===== src/rtl/cri_cfg.svh =====
`ifndef CRI_CFG_SVH
`define CRI_CFG_SVH

// bus framing
`define CRI_TARGET_ADDR  7'h6B
`define CRI_BIT_LAST     4'h7
`define CRI_BIT_DONE     4'h8

// register pointers
`define CRI_PTR_IN       8'h00
`define CRI_PTR_CHG      8'h01
`define CRI_PTR_PREFAULT 8'h08
`define CRI_PTR_FAULT    8'h09
`define CRI_PTR_POSTFLT  8'h0A
`define CRI_PTR_LAST     8'h0B
`define CRI_PTR_OVER     8'h0C
`define CRI_PTR_ONE      8'h01
`define CRI_IDX_IN       4'h0
`define CRI_IDX_CHG      4'h1
`define CRI_NREGS        12
`define CRI_READ_FILL    8'hFF

// reset values and watchdog-reset masks
`define CRI_IN_RST       8'h17
`define CRI_CHG_RST      8'h1A
`define CRI_GEN_RST      8'h00
`define CRI_IN_WD_MASK   8'h80
`define CRI_CHG_WD_MASK  8'h70

// input control fields
`define CRI_HIZ_BIT      7
`define CRI_STAT_HI      6
`define CRI_STAT_LO      5
`define CRI_ILIM_HI      4
`define CRI_ILIM_LO      0
`define CRI_STAT_FLOAT   2'h3
`define CRI_ILIM_500MA   5'h04
`define CRI_ILIM_2A4     5'h17

// charge and boost control fields
`define CRI_LL_BIT       7
`define CRI_KICK_BIT     6
`define CRI_BOOST_BIT    5
`define CRI_CHGEN_BIT    4
`define CRI_VSYS_HI      3
`define CRI_VSYS_LO      1
`define CRI_VBST_BIT     0

// fault register layout
`define CRI_TS_W         3
`define CRI_LAT_W        5

`endif


===== src/rtl/cri_pkg.sv =====
`default_nettype none

package cri_pkg;

   typedef enum logic [2:0] {
      ST_IDLE     = 3'b000,
      ST_RX       = 3'b001,
      ST_WAIT_ACK = 3'b010,
      ST_ACK_OUT  = 3'b011,
      ST_TX       = 3'b100,
      ST_ACK_IN   = 3'b101
   } cri_state_t;

   typedef enum logic [1:0] {
      KD_ADDR = 2'b00,
      KD_PTR  = 2'b01,
      KD_DATA = 2'b10
   } cri_kind_t;

endpackage

`default_nettype wire


===== src/rtl/cri_sync.sv =====
`timescale 1ns/100ps
`default_nettype none

module cri_sync #(
   parameter int W = 1
) (
   input  wire logic         ref_clk_i,
   input  wire logic         sys_rst_i,
   input  wire logic [W-1:0] async_i,
   input  wire logic [W-1:0] rst_val_i,
   output logic      [W-1:0] sync_o
);

   logic [W-1:0] meta_reg;
   logic [W-1:0] sync_reg;

   // reset value comes in as a port but is only loaded on a clocked edge
   always_ff @(posedge ref_clk_i) begin
      if (sys_rst_i) begin
         meta_reg <= rst_val_i;
         sync_reg <= rst_val_i;
      end else begin
         meta_reg <= async_i;
         sync_reg <= meta_reg;
      end
   end

   assign sync_o = sync_reg;

endmodule

`default_nettype wire


===== src/rtl/cri_top.sv =====
// Overview of operation
// - each byte gets ninth-clock acknowledge slot
// - sender releases; receiver holds data low
// - first byte: 7-bit address plus direction
// - answer only our target address
// - undefined register pointer: not-acknowledge, idle
// - burst access auto-increments first to last, stepping over the fault register
// - fault register latches, read reloads live
// - thermistor fault field always live
// - fault register single byte only
// - input current field, power-on 10111
// - source detection loads current limit
// - status control 11 floats status pin
// - watchdog kick restarts timer, self-clears
// - boost enable overrides charging
// - charge needs pin low and bit
// - minimum system voltage code field
// - boost falling battery threshold select
// - reads above last register give FF
// - standard and fast mode rates
`timescale 1ns/100ps
`default_nettype none
`include "cri_cfg.svh"

module cri_top (
   input  wire logic                  ref_clk_i,
   input  wire logic                  sys_rst_i,
   input  wire logic                  reg_rst_i,
   input  wire logic                  wd_expire_i,
   input  wire logic                  scl_i,
   input  wire logic                  sda_i,
   input  wire logic                  psel_i,
   input  wire logic                  ce_n_i,
   input  wire logic [`CRI_TS_W-1:0]  ts_fault_i,
   input  wire logic [`CRI_LAT_W-1:0] fault_i,
   input  wire logic                  src_det_done_i,
   output logic                       sda_o,
   output logic                       sda_oe_o,
   output logic                       stat_float_o,
   output logic                       hiz_o,
   output logic                       light_load_dis_o,
   output logic [4:0]                 ilim_o,
   output logic                       wd_restart_o,
   output logic                       boost_en_o,
   output logic                       charge_en_o,
   output logic [2:0]                 min_sys_o,
   output logic                       boost_low_sel_o
);

   localparam int SW = 4 + `CRI_TS_W;

   logic [SW-1:0]          sync_in;
   logic [SW-1:0]          sync_rst;
   logic [SW-1:0]          sync_out;
   logic                   scl_s;
   logic                   sda_s;
   logic                   psel_s;
   logic                   ce_n_s;
   logic [`CRI_TS_W-1:0]   ts_s;
   logic                   scl_d_reg;
   logic                   sda_d_reg;

   // 100 MHz sampling leaves ample margin at 400 kbit/s
   assign sync_in  = {scl_i, sda_i, psel_i, ce_n_i, ts_fault_i};
   assign sync_rst = {1'b1, 1'b1, 1'b0, 1'b1, {`CRI_TS_W{1'b0}}};

   cri_sync #(.W(SW)) u_sync (
      .ref_clk_i (ref_clk_i),
      .sys_rst_i (sys_rst_i),
      .async_i   (sync_in),
      .rst_val_i (sync_rst),
      .sync_o    (sync_out)
   );

   assign scl_s  = sync_out[SW-1];
   assign sda_s  = sync_out[SW-2];
   assign psel_s = sync_out[SW-3];
   assign ce_n_s = sync_out[SW-4];
   assign ts_s   = sync_out[`CRI_TS_W-1:0];

   logic scl_rise;
   logic scl_fall;
   logic start_cond;
   logic stop_cond;

   assign scl_rise   = scl_s & ~scl_d_reg;
   assign scl_fall   = ~scl_s & scl_d_reg;
   assign start_cond = scl_s & scl_d_reg & sda_d_reg & ~sda_s;
   assign stop_cond  = scl_s & scl_d_reg & ~sda_d_reg & sda_s;

   cri_pkg::cri_state_t    state_reg,  state_next;
   cri_pkg::cri_kind_t     kind_reg,   kind_next;
   logic [3:0]             cnt_reg,    cnt_next;
   logic [7:0]             shift_reg,  shift_next;
   logic [7:0]             ptr_reg,    ptr_next;
   logic                   rw_reg,     rw_next;
   logic                   oe_reg,     oe_next;
   logic [7:0]             regs_reg   [0:`CRI_NREGS-1];
   logic [7:0]             regs_next  [0:`CRI_NREGS-1];
   logic [`CRI_LAT_W-1:0]  fault_reg,  fault_next;
   logic                   kick_reg,   kick_next;
   logic                   chg_reg,    chg_next;
   logic                   float_reg,  float_next;
   logic                   wr_en;
   logic                   fault_rd;
   logic [7:0]             byte_in;
   logic [7:0]             rd_data;

   // burst stepping skips the fault register and parks past the end
   function automatic logic [7:0] cri_incr(input logic [7:0] p);
      if (p == `CRI_PTR_PREFAULT) begin
         cri_incr = `CRI_PTR_POSTFLT;
      end else if (p == `CRI_PTR_FAULT || p >= `CRI_PTR_LAST) begin
         cri_incr = `CRI_PTR_OVER;
      end else begin
         cri_incr = p + `CRI_PTR_ONE;
      end
   endfunction

   always_comb begin
      if (ptr_reg > `CRI_PTR_LAST) begin
         rd_data = `CRI_READ_FILL;
      end else if (ptr_reg == `CRI_PTR_FAULT) begin
         rd_data = {fault_reg, ts_s};
      end else begin
         rd_data = regs_reg[ptr_reg[3:0]];
      end
   end

   assign byte_in = {shift_reg[6:0], sda_s};

   always_comb begin
      state_next = state_reg;
      kind_next  = kind_reg;
      cnt_next   = cnt_reg;
      shift_next = shift_reg;
      ptr_next   = ptr_reg;
      rw_next    = rw_reg;
      oe_next    = oe_reg;
      wr_en      = 1'b0;
      fault_rd   = 1'b0;
      if (stop_cond) begin
         state_next = cri_pkg::ST_IDLE;
         oe_next    = 1'b0;
      end else if (start_cond) begin
         state_next = cri_pkg::ST_RX;
         kind_next  = cri_pkg::KD_ADDR;
         cnt_next   = 4'h0;
         oe_next    = 1'b0;
      end else begin
         unique case (state_reg)
            cri_pkg::ST_IDLE: begin
               oe_next = 1'b0;
            end
            cri_pkg::ST_RX: begin
               if (scl_rise) begin
                  shift_next = byte_in;
                  cnt_next   = cnt_reg + 4'h1;
                  if (cnt_reg == `CRI_BIT_LAST) begin
                     unique case (kind_reg)
                        cri_pkg::KD_ADDR: begin
                           if (byte_in[7:1] == `CRI_TARGET_ADDR) begin
                              rw_next    = byte_in[0];
                              state_next = cri_pkg::ST_WAIT_ACK;
                           end else begin
                              state_next = cri_pkg::ST_IDLE;
                           end
                        end
                        cri_pkg::KD_PTR: begin
                           if (byte_in <= `CRI_PTR_LAST) begin
                              ptr_next   = byte_in;
                              state_next = cri_pkg::ST_WAIT_ACK;
                           end else begin
                              state_next = cri_pkg::ST_IDLE;
                           end
                        end
                        default: begin
                           if (ptr_reg <= `CRI_PTR_LAST) begin
                              wr_en      = 1'b1;
                              ptr_next   = cri_incr(ptr_reg);
                              state_next = cri_pkg::ST_WAIT_ACK;
                           end else begin
                              state_next = cri_pkg::ST_IDLE;
                           end
                        end
                     endcase
                  end
               end
            end
            cri_pkg::ST_WAIT_ACK: begin
               if (scl_fall) begin
                  oe_next    = 1'b1;
                  state_next = cri_pkg::ST_ACK_OUT;
               end
            end
            cri_pkg::ST_ACK_OUT: begin
               if (scl_fall) begin
                  cnt_next = 4'h0;
                  if (kind_reg == cri_pkg::KD_ADDR && rw_reg) begin
                     shift_next = rd_data;
                     oe_next    = ~rd_data[7];
                     fault_rd   = (ptr_reg == `CRI_PTR_FAULT);
                     ptr_next   = cri_incr(ptr_reg);
                     kind_next  = cri_pkg::KD_DATA;
                     state_next = cri_pkg::ST_TX;
                  end else begin
                     oe_next    = 1'b0;
                     kind_next  = (kind_reg == cri_pkg::KD_ADDR) ? cri_pkg::KD_PTR : cri_pkg::KD_DATA;
                     state_next = cri_pkg::ST_RX;
                  end
               end
            end
            cri_pkg::ST_TX: begin
               if (scl_rise) begin
                  cnt_next = cnt_reg + 4'h1;
               end else if (scl_fall) begin
                  if (cnt_reg == `CRI_BIT_DONE) begin
                     oe_next    = 1'b0;
                     state_next = cri_pkg::ST_ACK_IN;
                  end else begin
                     shift_next = {shift_reg[6:0], 1'b0};
                     oe_next    = ~shift_reg[6];
                  end
               end
            end
            cri_pkg::ST_ACK_IN: begin
               if (scl_rise && sda_s) begin
                  state_next = cri_pkg::ST_IDLE;
               end else if (scl_fall) begin
                  cnt_next   = 4'h0;
                  shift_next = rd_data;
                  oe_next    = ~rd_data[7];
                  fault_rd   = (ptr_reg == `CRI_PTR_FAULT);
                  ptr_next   = cri_incr(ptr_reg);
                  state_next = cri_pkg::ST_TX;
               end
            end
            default: begin
               state_next = cri_pkg::ST_IDLE;
               oe_next    = 1'b0;
            end
         endcase
      end
   end

   always_comb begin
      for (int i = 0; i < `CRI_NREGS; i++) begin
         regs_next[i] = regs_reg[i];
      end
      // a fault arriving with the read is kept for the next read
      fault_next = fault_reg | fault_i;
      if (fault_rd) begin
         fault_next = fault_i;
      end
      kick_next = 1'b0;
      if (regs_reg[`CRI_IDX_CHG][`CRI_KICK_BIT]) begin
         kick_next = 1'b1;
         regs_next[`CRI_IDX_CHG][`CRI_KICK_BIT] = 1'b0;
      end
      if (wr_en && ptr_reg != `CRI_PTR_FAULT) begin
         regs_next[ptr_reg[3:0]] = shift_next;
      end
      if (src_det_done_i) begin
         regs_next[`CRI_IDX_IN][`CRI_ILIM_HI:`CRI_ILIM_LO] = psel_s ? `CRI_ILIM_500MA : `CRI_ILIM_2A4;
      end
      if (wd_expire_i) begin
         regs_next[`CRI_IDX_IN]  = (regs_next[`CRI_IDX_IN] & ~`CRI_IN_WD_MASK) | (`CRI_IN_RST & `CRI_IN_WD_MASK);
         regs_next[`CRI_IDX_CHG] = (regs_next[`CRI_IDX_CHG] & ~`CRI_CHG_WD_MASK) | (`CRI_CHG_RST & `CRI_CHG_WD_MASK);
      end
      if (reg_rst_i) begin
         for (int i = 0; i < `CRI_NREGS; i++) begin
            regs_next[i] = `CRI_GEN_RST;
         end
         regs_next[`CRI_IDX_IN]  = `CRI_IN_RST;
         regs_next[`CRI_IDX_CHG] = `CRI_CHG_RST;
      end
      chg_next   = ~ce_n_s & regs_reg[`CRI_IDX_CHG][`CRI_CHGEN_BIT]
                   & ~regs_reg[`CRI_IDX_CHG][`CRI_BOOST_BIT];
      float_next = (regs_reg[`CRI_IDX_IN][`CRI_STAT_HI:`CRI_STAT_LO] == `CRI_STAT_FLOAT);
   end

   always_ff @(posedge ref_clk_i) begin
      if (sys_rst_i) begin
         state_reg <= cri_pkg::ST_IDLE;
         kind_reg  <= cri_pkg::KD_ADDR;
         cnt_reg   <= 4'h0;
         shift_reg <= 8'h00;
         ptr_reg   <= `CRI_PTR_IN;
         rw_reg    <= 1'b0;
         oe_reg    <= 1'b0;
         scl_d_reg <= 1'b1;
         sda_d_reg <= 1'b1;
         fault_reg <= '0;
         kick_reg  <= 1'b0;
         chg_reg   <= 1'b0;
         float_reg <= 1'b0;
         for (int i = 0; i < `CRI_NREGS; i++) begin
            regs_reg[i] <= `CRI_GEN_RST;
         end
         regs_reg[`CRI_IDX_IN]  <= `CRI_IN_RST;
         regs_reg[`CRI_IDX_CHG] <= `CRI_CHG_RST;
      end else begin
         state_reg <= state_next;
         kind_reg  <= kind_next;
         cnt_reg   <= cnt_next;
         shift_reg <= shift_next;
         ptr_reg   <= ptr_next;
         rw_reg    <= rw_next;
         oe_reg    <= oe_next;
         scl_d_reg <= scl_s;
         sda_d_reg <= sda_s;
         fault_reg <= fault_next;
         kick_reg  <= kick_next;
         chg_reg   <= chg_next;
         float_reg <= float_next;
         for (int i = 0; i < `CRI_NREGS; i++) begin
            regs_reg[i] <= regs_next[i];
         end
      end
   end

   // open drain: only ever pull low
   assign sda_o            = 1'b0;
   assign sda_oe_o         = oe_reg;
   assign stat_float_o     = float_reg;
   assign hiz_o            = regs_reg[`CRI_IDX_IN][`CRI_HIZ_BIT];
   assign ilim_o           = regs_reg[`CRI_IDX_IN][`CRI_ILIM_HI:`CRI_ILIM_LO];
   assign light_load_dis_o = regs_reg[`CRI_IDX_CHG][`CRI_LL_BIT];
   assign wd_restart_o     = kick_reg;
   assign boost_en_o       = regs_reg[`CRI_IDX_CHG][`CRI_BOOST_BIT];
   assign charge_en_o      = chg_reg;
   assign min_sys_o        = regs_reg[`CRI_IDX_CHG][`CRI_VSYS_HI:`CRI_VSYS_LO];
   assign boost_low_sel_o  = regs_reg[`CRI_IDX_CHG][`CRI_VBST_BIT];
endmodule

`default_nettype wire


===== config.mk =====
export PLATFORM = sky130hd
export DESIGN_NAME = cri_top
export DESIGN_NICKNAME = d
export VERILOG_FILES = /design/src/rtl/cri_pkg.sv /design/src/rtl/cri_sync.sv /design/src/rtl/cri_top.sv
export VERILOG_INCLUDE_DIRS = /design/src /design/src/rtl
export SDC_FILE = /design/constraint.sdc
export NUM_CORES = 1
export LEC_CHECK = 0
export BUFFER_PORTS_ARGS = -buffer_cell sky130_fd_sc_hd__buf_2
export CORE_ASPECT_RATIO = 1.2
export CORE_MARGIN = 2
export CORE_UTILIZATION = 57
export CTS_CLUSTER_DIAMETER = 60
export DETAILED_ROUTE_END_ITERATION = 8
export MAX_ROUTING_LAYER = met4
export PLACE_DENSITY = 0.75
export SKIP_CTS_REPAIR_TIMING = 1
export SLEW_MARGIN = 25
export SYNTH_ARGS = -nofsm -noshare
export SYNTH_HDL_FRONTEND = slang
export SYNTH_SLANG_ARGS = --single-unit

===== constraint.sdc =====
create_clock -name ref_clk_i -period 4.21 [get_ports ref_clk_i]
set_input_delay 0.6315 -clock ref_clk_i [delete_from_list [all_inputs] [get_ports ref_clk_i]]
set_output_delay 0.6315 -clock ref_clk_i [all_outputs]
set_load 0.01 [all_outputs]

==> results.md <==
* Internal power at 2.34 mW
* Most frequent cells after synthesis: dfxtp_1, nor2_1, mux2i_1
* Worst Hold Class: input port to flip-flop
* Die footprint at 13400 µm²
* DRT iter0 DRCs at 538
* Tcrit/Tclk final at 70.1%
* CP cell instances: nand2b_1 > or3_1 > a32oi_2 > a21oi_1 > a211oi_1
* Arrival @ worst endpoint at 3200 ps
* Area growth, synth to finish at 10.6%
* Final Power at 3.03 mW
* Clock root buffer: clkbuf_16
* Reg clk slew, reported paths at 60 ps
* Crit path required time at 4460 ps
* Fin worst setup slack at 1260 ps
* Sequential area share after synthesis at 42.2%
* Highest-delay cell along the critical path: dfxtp_1
* Number of clock sinks seen by CTS at 150
* Share of layout cells above drive strength 1 at 18.2%
* CTS H-tree depth at 4
* Comb pwr share at 2.4%
* Hold depth at 2
* Synth unique cells at 72
* Clock power frac at 49.9%
* Row count at 44
* Most Crowded Layer GR: met2
* Setup violators final at 0
* Final TNS setup at 0 ps
* Mapped Cells at 732
* Sw Pwr at 0.688 mW
* Syn_nets at 755
* Grt met3 use at 6.27%
* Hold Crit Start: sda_i
* FF-to-FF setup slack at 1260 ps
* Clock skew at 12.2 ps
* Count leader, synth: dfxtp_1
* P_leak at 2.69 nW
* RR Startpoint: state_reg[1]$_SDFFE_PP0P_
* Initial antenna violation count at 1
* CP delay by family, top: compound AO/OA/AOI/OAI gates
* Cell taking the most area after synthesis: dfxtp_1
* Sw frac at 22.7%
* IO Port Bufs at 32
* Crit path buffers/inverters at 0
* Min-Delay Endpoint: u_sync.meta_reg[5]$_SDFF_PP1_
* CTS max path bufs at 2
* Setup Crit Path Kind: flip-flop to flip-flop
* Die height at 126 µm
* Top Ports at 34
* Slew @ Worst Pin at 1010 ps
* Worst-Skew Late Latency at 430 ps
* Die W at 106 µm
* First-pass GRT wire length at 31000 µm
* Vias in the first global route at 5727
* Peak VDD IR at 0.255 mV
* R2r worst-path depth at 5
* DPL Wire Length at 13800 µm
* Top cell type's share of synthesized area at 42.2%
* Final GP Congestion at 0.968
* CTS tree: yes
* Syn. warnings at 0
* Crit path max fanout at 26
* Place WS at 1360 ps
* Async set-reset flop share out of synthesis at 0%
* Nets at 759
* Sequential power share at 47.6%
* Final hold vios at 0
* Type of origin of the critical path: flip-flop
* Num CTS Buffers at 17
* Critical Path Max Stage Delay at 950 ps
* Utilization after layout at 64.7%
* Max_cap viols at 0
* Synth Flop Type: dfxtp_1
* Mean Syn Cell Area at 9.72 µm²
* Crit. End Element: flip-flop
* Run status: complete, no violations
* Drt total wl at 19600 µm
* Worst slew margin at 32.0%
* Vias at 5829
* Initial Util at 58.5%
* Top post-synthesis cells by area: dfxtp_1, mux2i_1, mux4_2
* Slew Viols, Final at 0
* Total Routing Usage GR at 30.8%
* Vias per inst at 6.40
* Largest register FFs at 96
* DRT Pass-1 Iters at 7
* RSZ-0062 raised after global routing: no
* Fmax at 0.339 GHz
* Met2 Use GR at 50.1%
* Post-synth EDFFs at 0
* Remaining antenna violation count at 0
* Post-Syn Area at 7120 µm²
* Aggregate global routing overflow at 0
* Largest net degree at the start of global routing at 48
* GRT met1 Usage at 36.4%
* Drt drc at 0
* P per Cell Area at 384 nW/µm²
* Flops & latches, synth at 150
* Drt wl/cell at 21.5 µm
* Core ar. at 12200 µm²
* Final Critical Period at 2950 ps
cell type report:
cell class,count,area (µm²)
Clock inverter,12,145
Antenna cell,1,2.50
Sequential cell,150,3000
Clock buffer,20,437
Tap cell,161,201
Multi-Input combinational cell,508,3770
Fill cell,997,4300
Inverter,15,56.3
Timing Repair Buffer,44,250
logic make-up after synthesis:
| kind of cell | after synthesis | synth area share, % |
|---|---|---|
| AO/OA/AOI/OAI | 149 | 13.5 |
| XOR/XNOR | 2 | 0.246 |
| adder cells (fa/ha/maj) | 7 | 1.20 |
| buffers and inverters | 74 | 4.85 |
| flip-flops | 150 | 42.2 |
| multiplexers | 102 | 18.1 |
| other | 1 | 0.0527 |
| AND/OR/NAND/NOR | 247 | 19.9 |
power by group through the flow:
stage	combinational [mW]	clock, mW	sequential [mW]
2_1_floorplan	0.0532	0	1.47
3_3_place_gp	0.0708	0	1.47
3_5_place_dp	0.0720	0	1.47
4_1_cts	0.0726	1.52	1.44
5_1_grt	0.0795	1.58	1.44
6_report	0.0734	1.51	1.44
layout by cell type (no fill, tap or decap), types with 7 or more instances in the layout:
cell,n
nand3_1,14
a21oi_1,41
mux2_2,12
buf_4,12
and2_1,10
nor2_1,81
mux2i_1,70
a211oi_1,10
clkbuf_16,17
nor3b_1,7
o21ai_0,23
nor2b_1,17
dfxtp_1,150
or2_2,10
o21ai_1,13
a31oi_1,9
inv_1,15
nor3_1,11
buf_2,32
o22ai_1,7
nand2_1,39
mux4_2,20
through the flow:
stage / hold WS, ps / cell area (µm²) / std cells
2_1_floorplan: 374 / 7120 / 732
4_1_cts: 374 / 7870 / 910
3_3_place_gp: 397 / 7290 / 878
6_report: 384 / 7870 / 911
5_1_grt: 379 / 7870 / 911
3_5_place_dp: 393 / 7290 / 878
worst max-delay path by stage:
stage                     cells past startpoint                     endpoint  slack, ps                       from
after global placement                        5  regs_reg[3][7]$_SDFFE_PP0P_       1420  state_reg[0]$_SDFFE_PP0P_
after detailed placement                      5  regs_reg[3][6]$_SDFFE_PP0P_       1360  state_reg[0]$_SDFFE_PP0P_
final                                         5                    flip-flop       1260  state_reg[1]$_SDFFE_PP0P_
after CTS                                     5  regs_reg[3][6]$_SDFFE_PP0P_       1340  state_reg[0]$_SDFFE_PP0P_
after global routing                          5  regs_reg[3][6]$_SDFFE_PP0P_       1130  state_reg[0]$_SDFFE_PP0P_
after floorplan                               6      shift_reg[6]$_SDFF_PP0_       2110                  flip-flop
worst register-to-register path: cells and delay by family, from the launching register on:
kind             cells  cell delay (ps)
AO/OA/AOI/OAI        3             1140
flip-flops           1              950
AND/OR/NAND/NOR      2              670
layer usage:
metal | part of all wire [%] | wire [µm] | vias to the layer above
met4 | 4.4 | 855 | 0
li1 | - | - | 2654
met5 | 0 | 0 | -
met3 | 6.3 | 1230 | 67
met1 | 40 | 7890 | 2846
met2 | 49 | 9600 | 262
(Power assumes the default switching activity.)
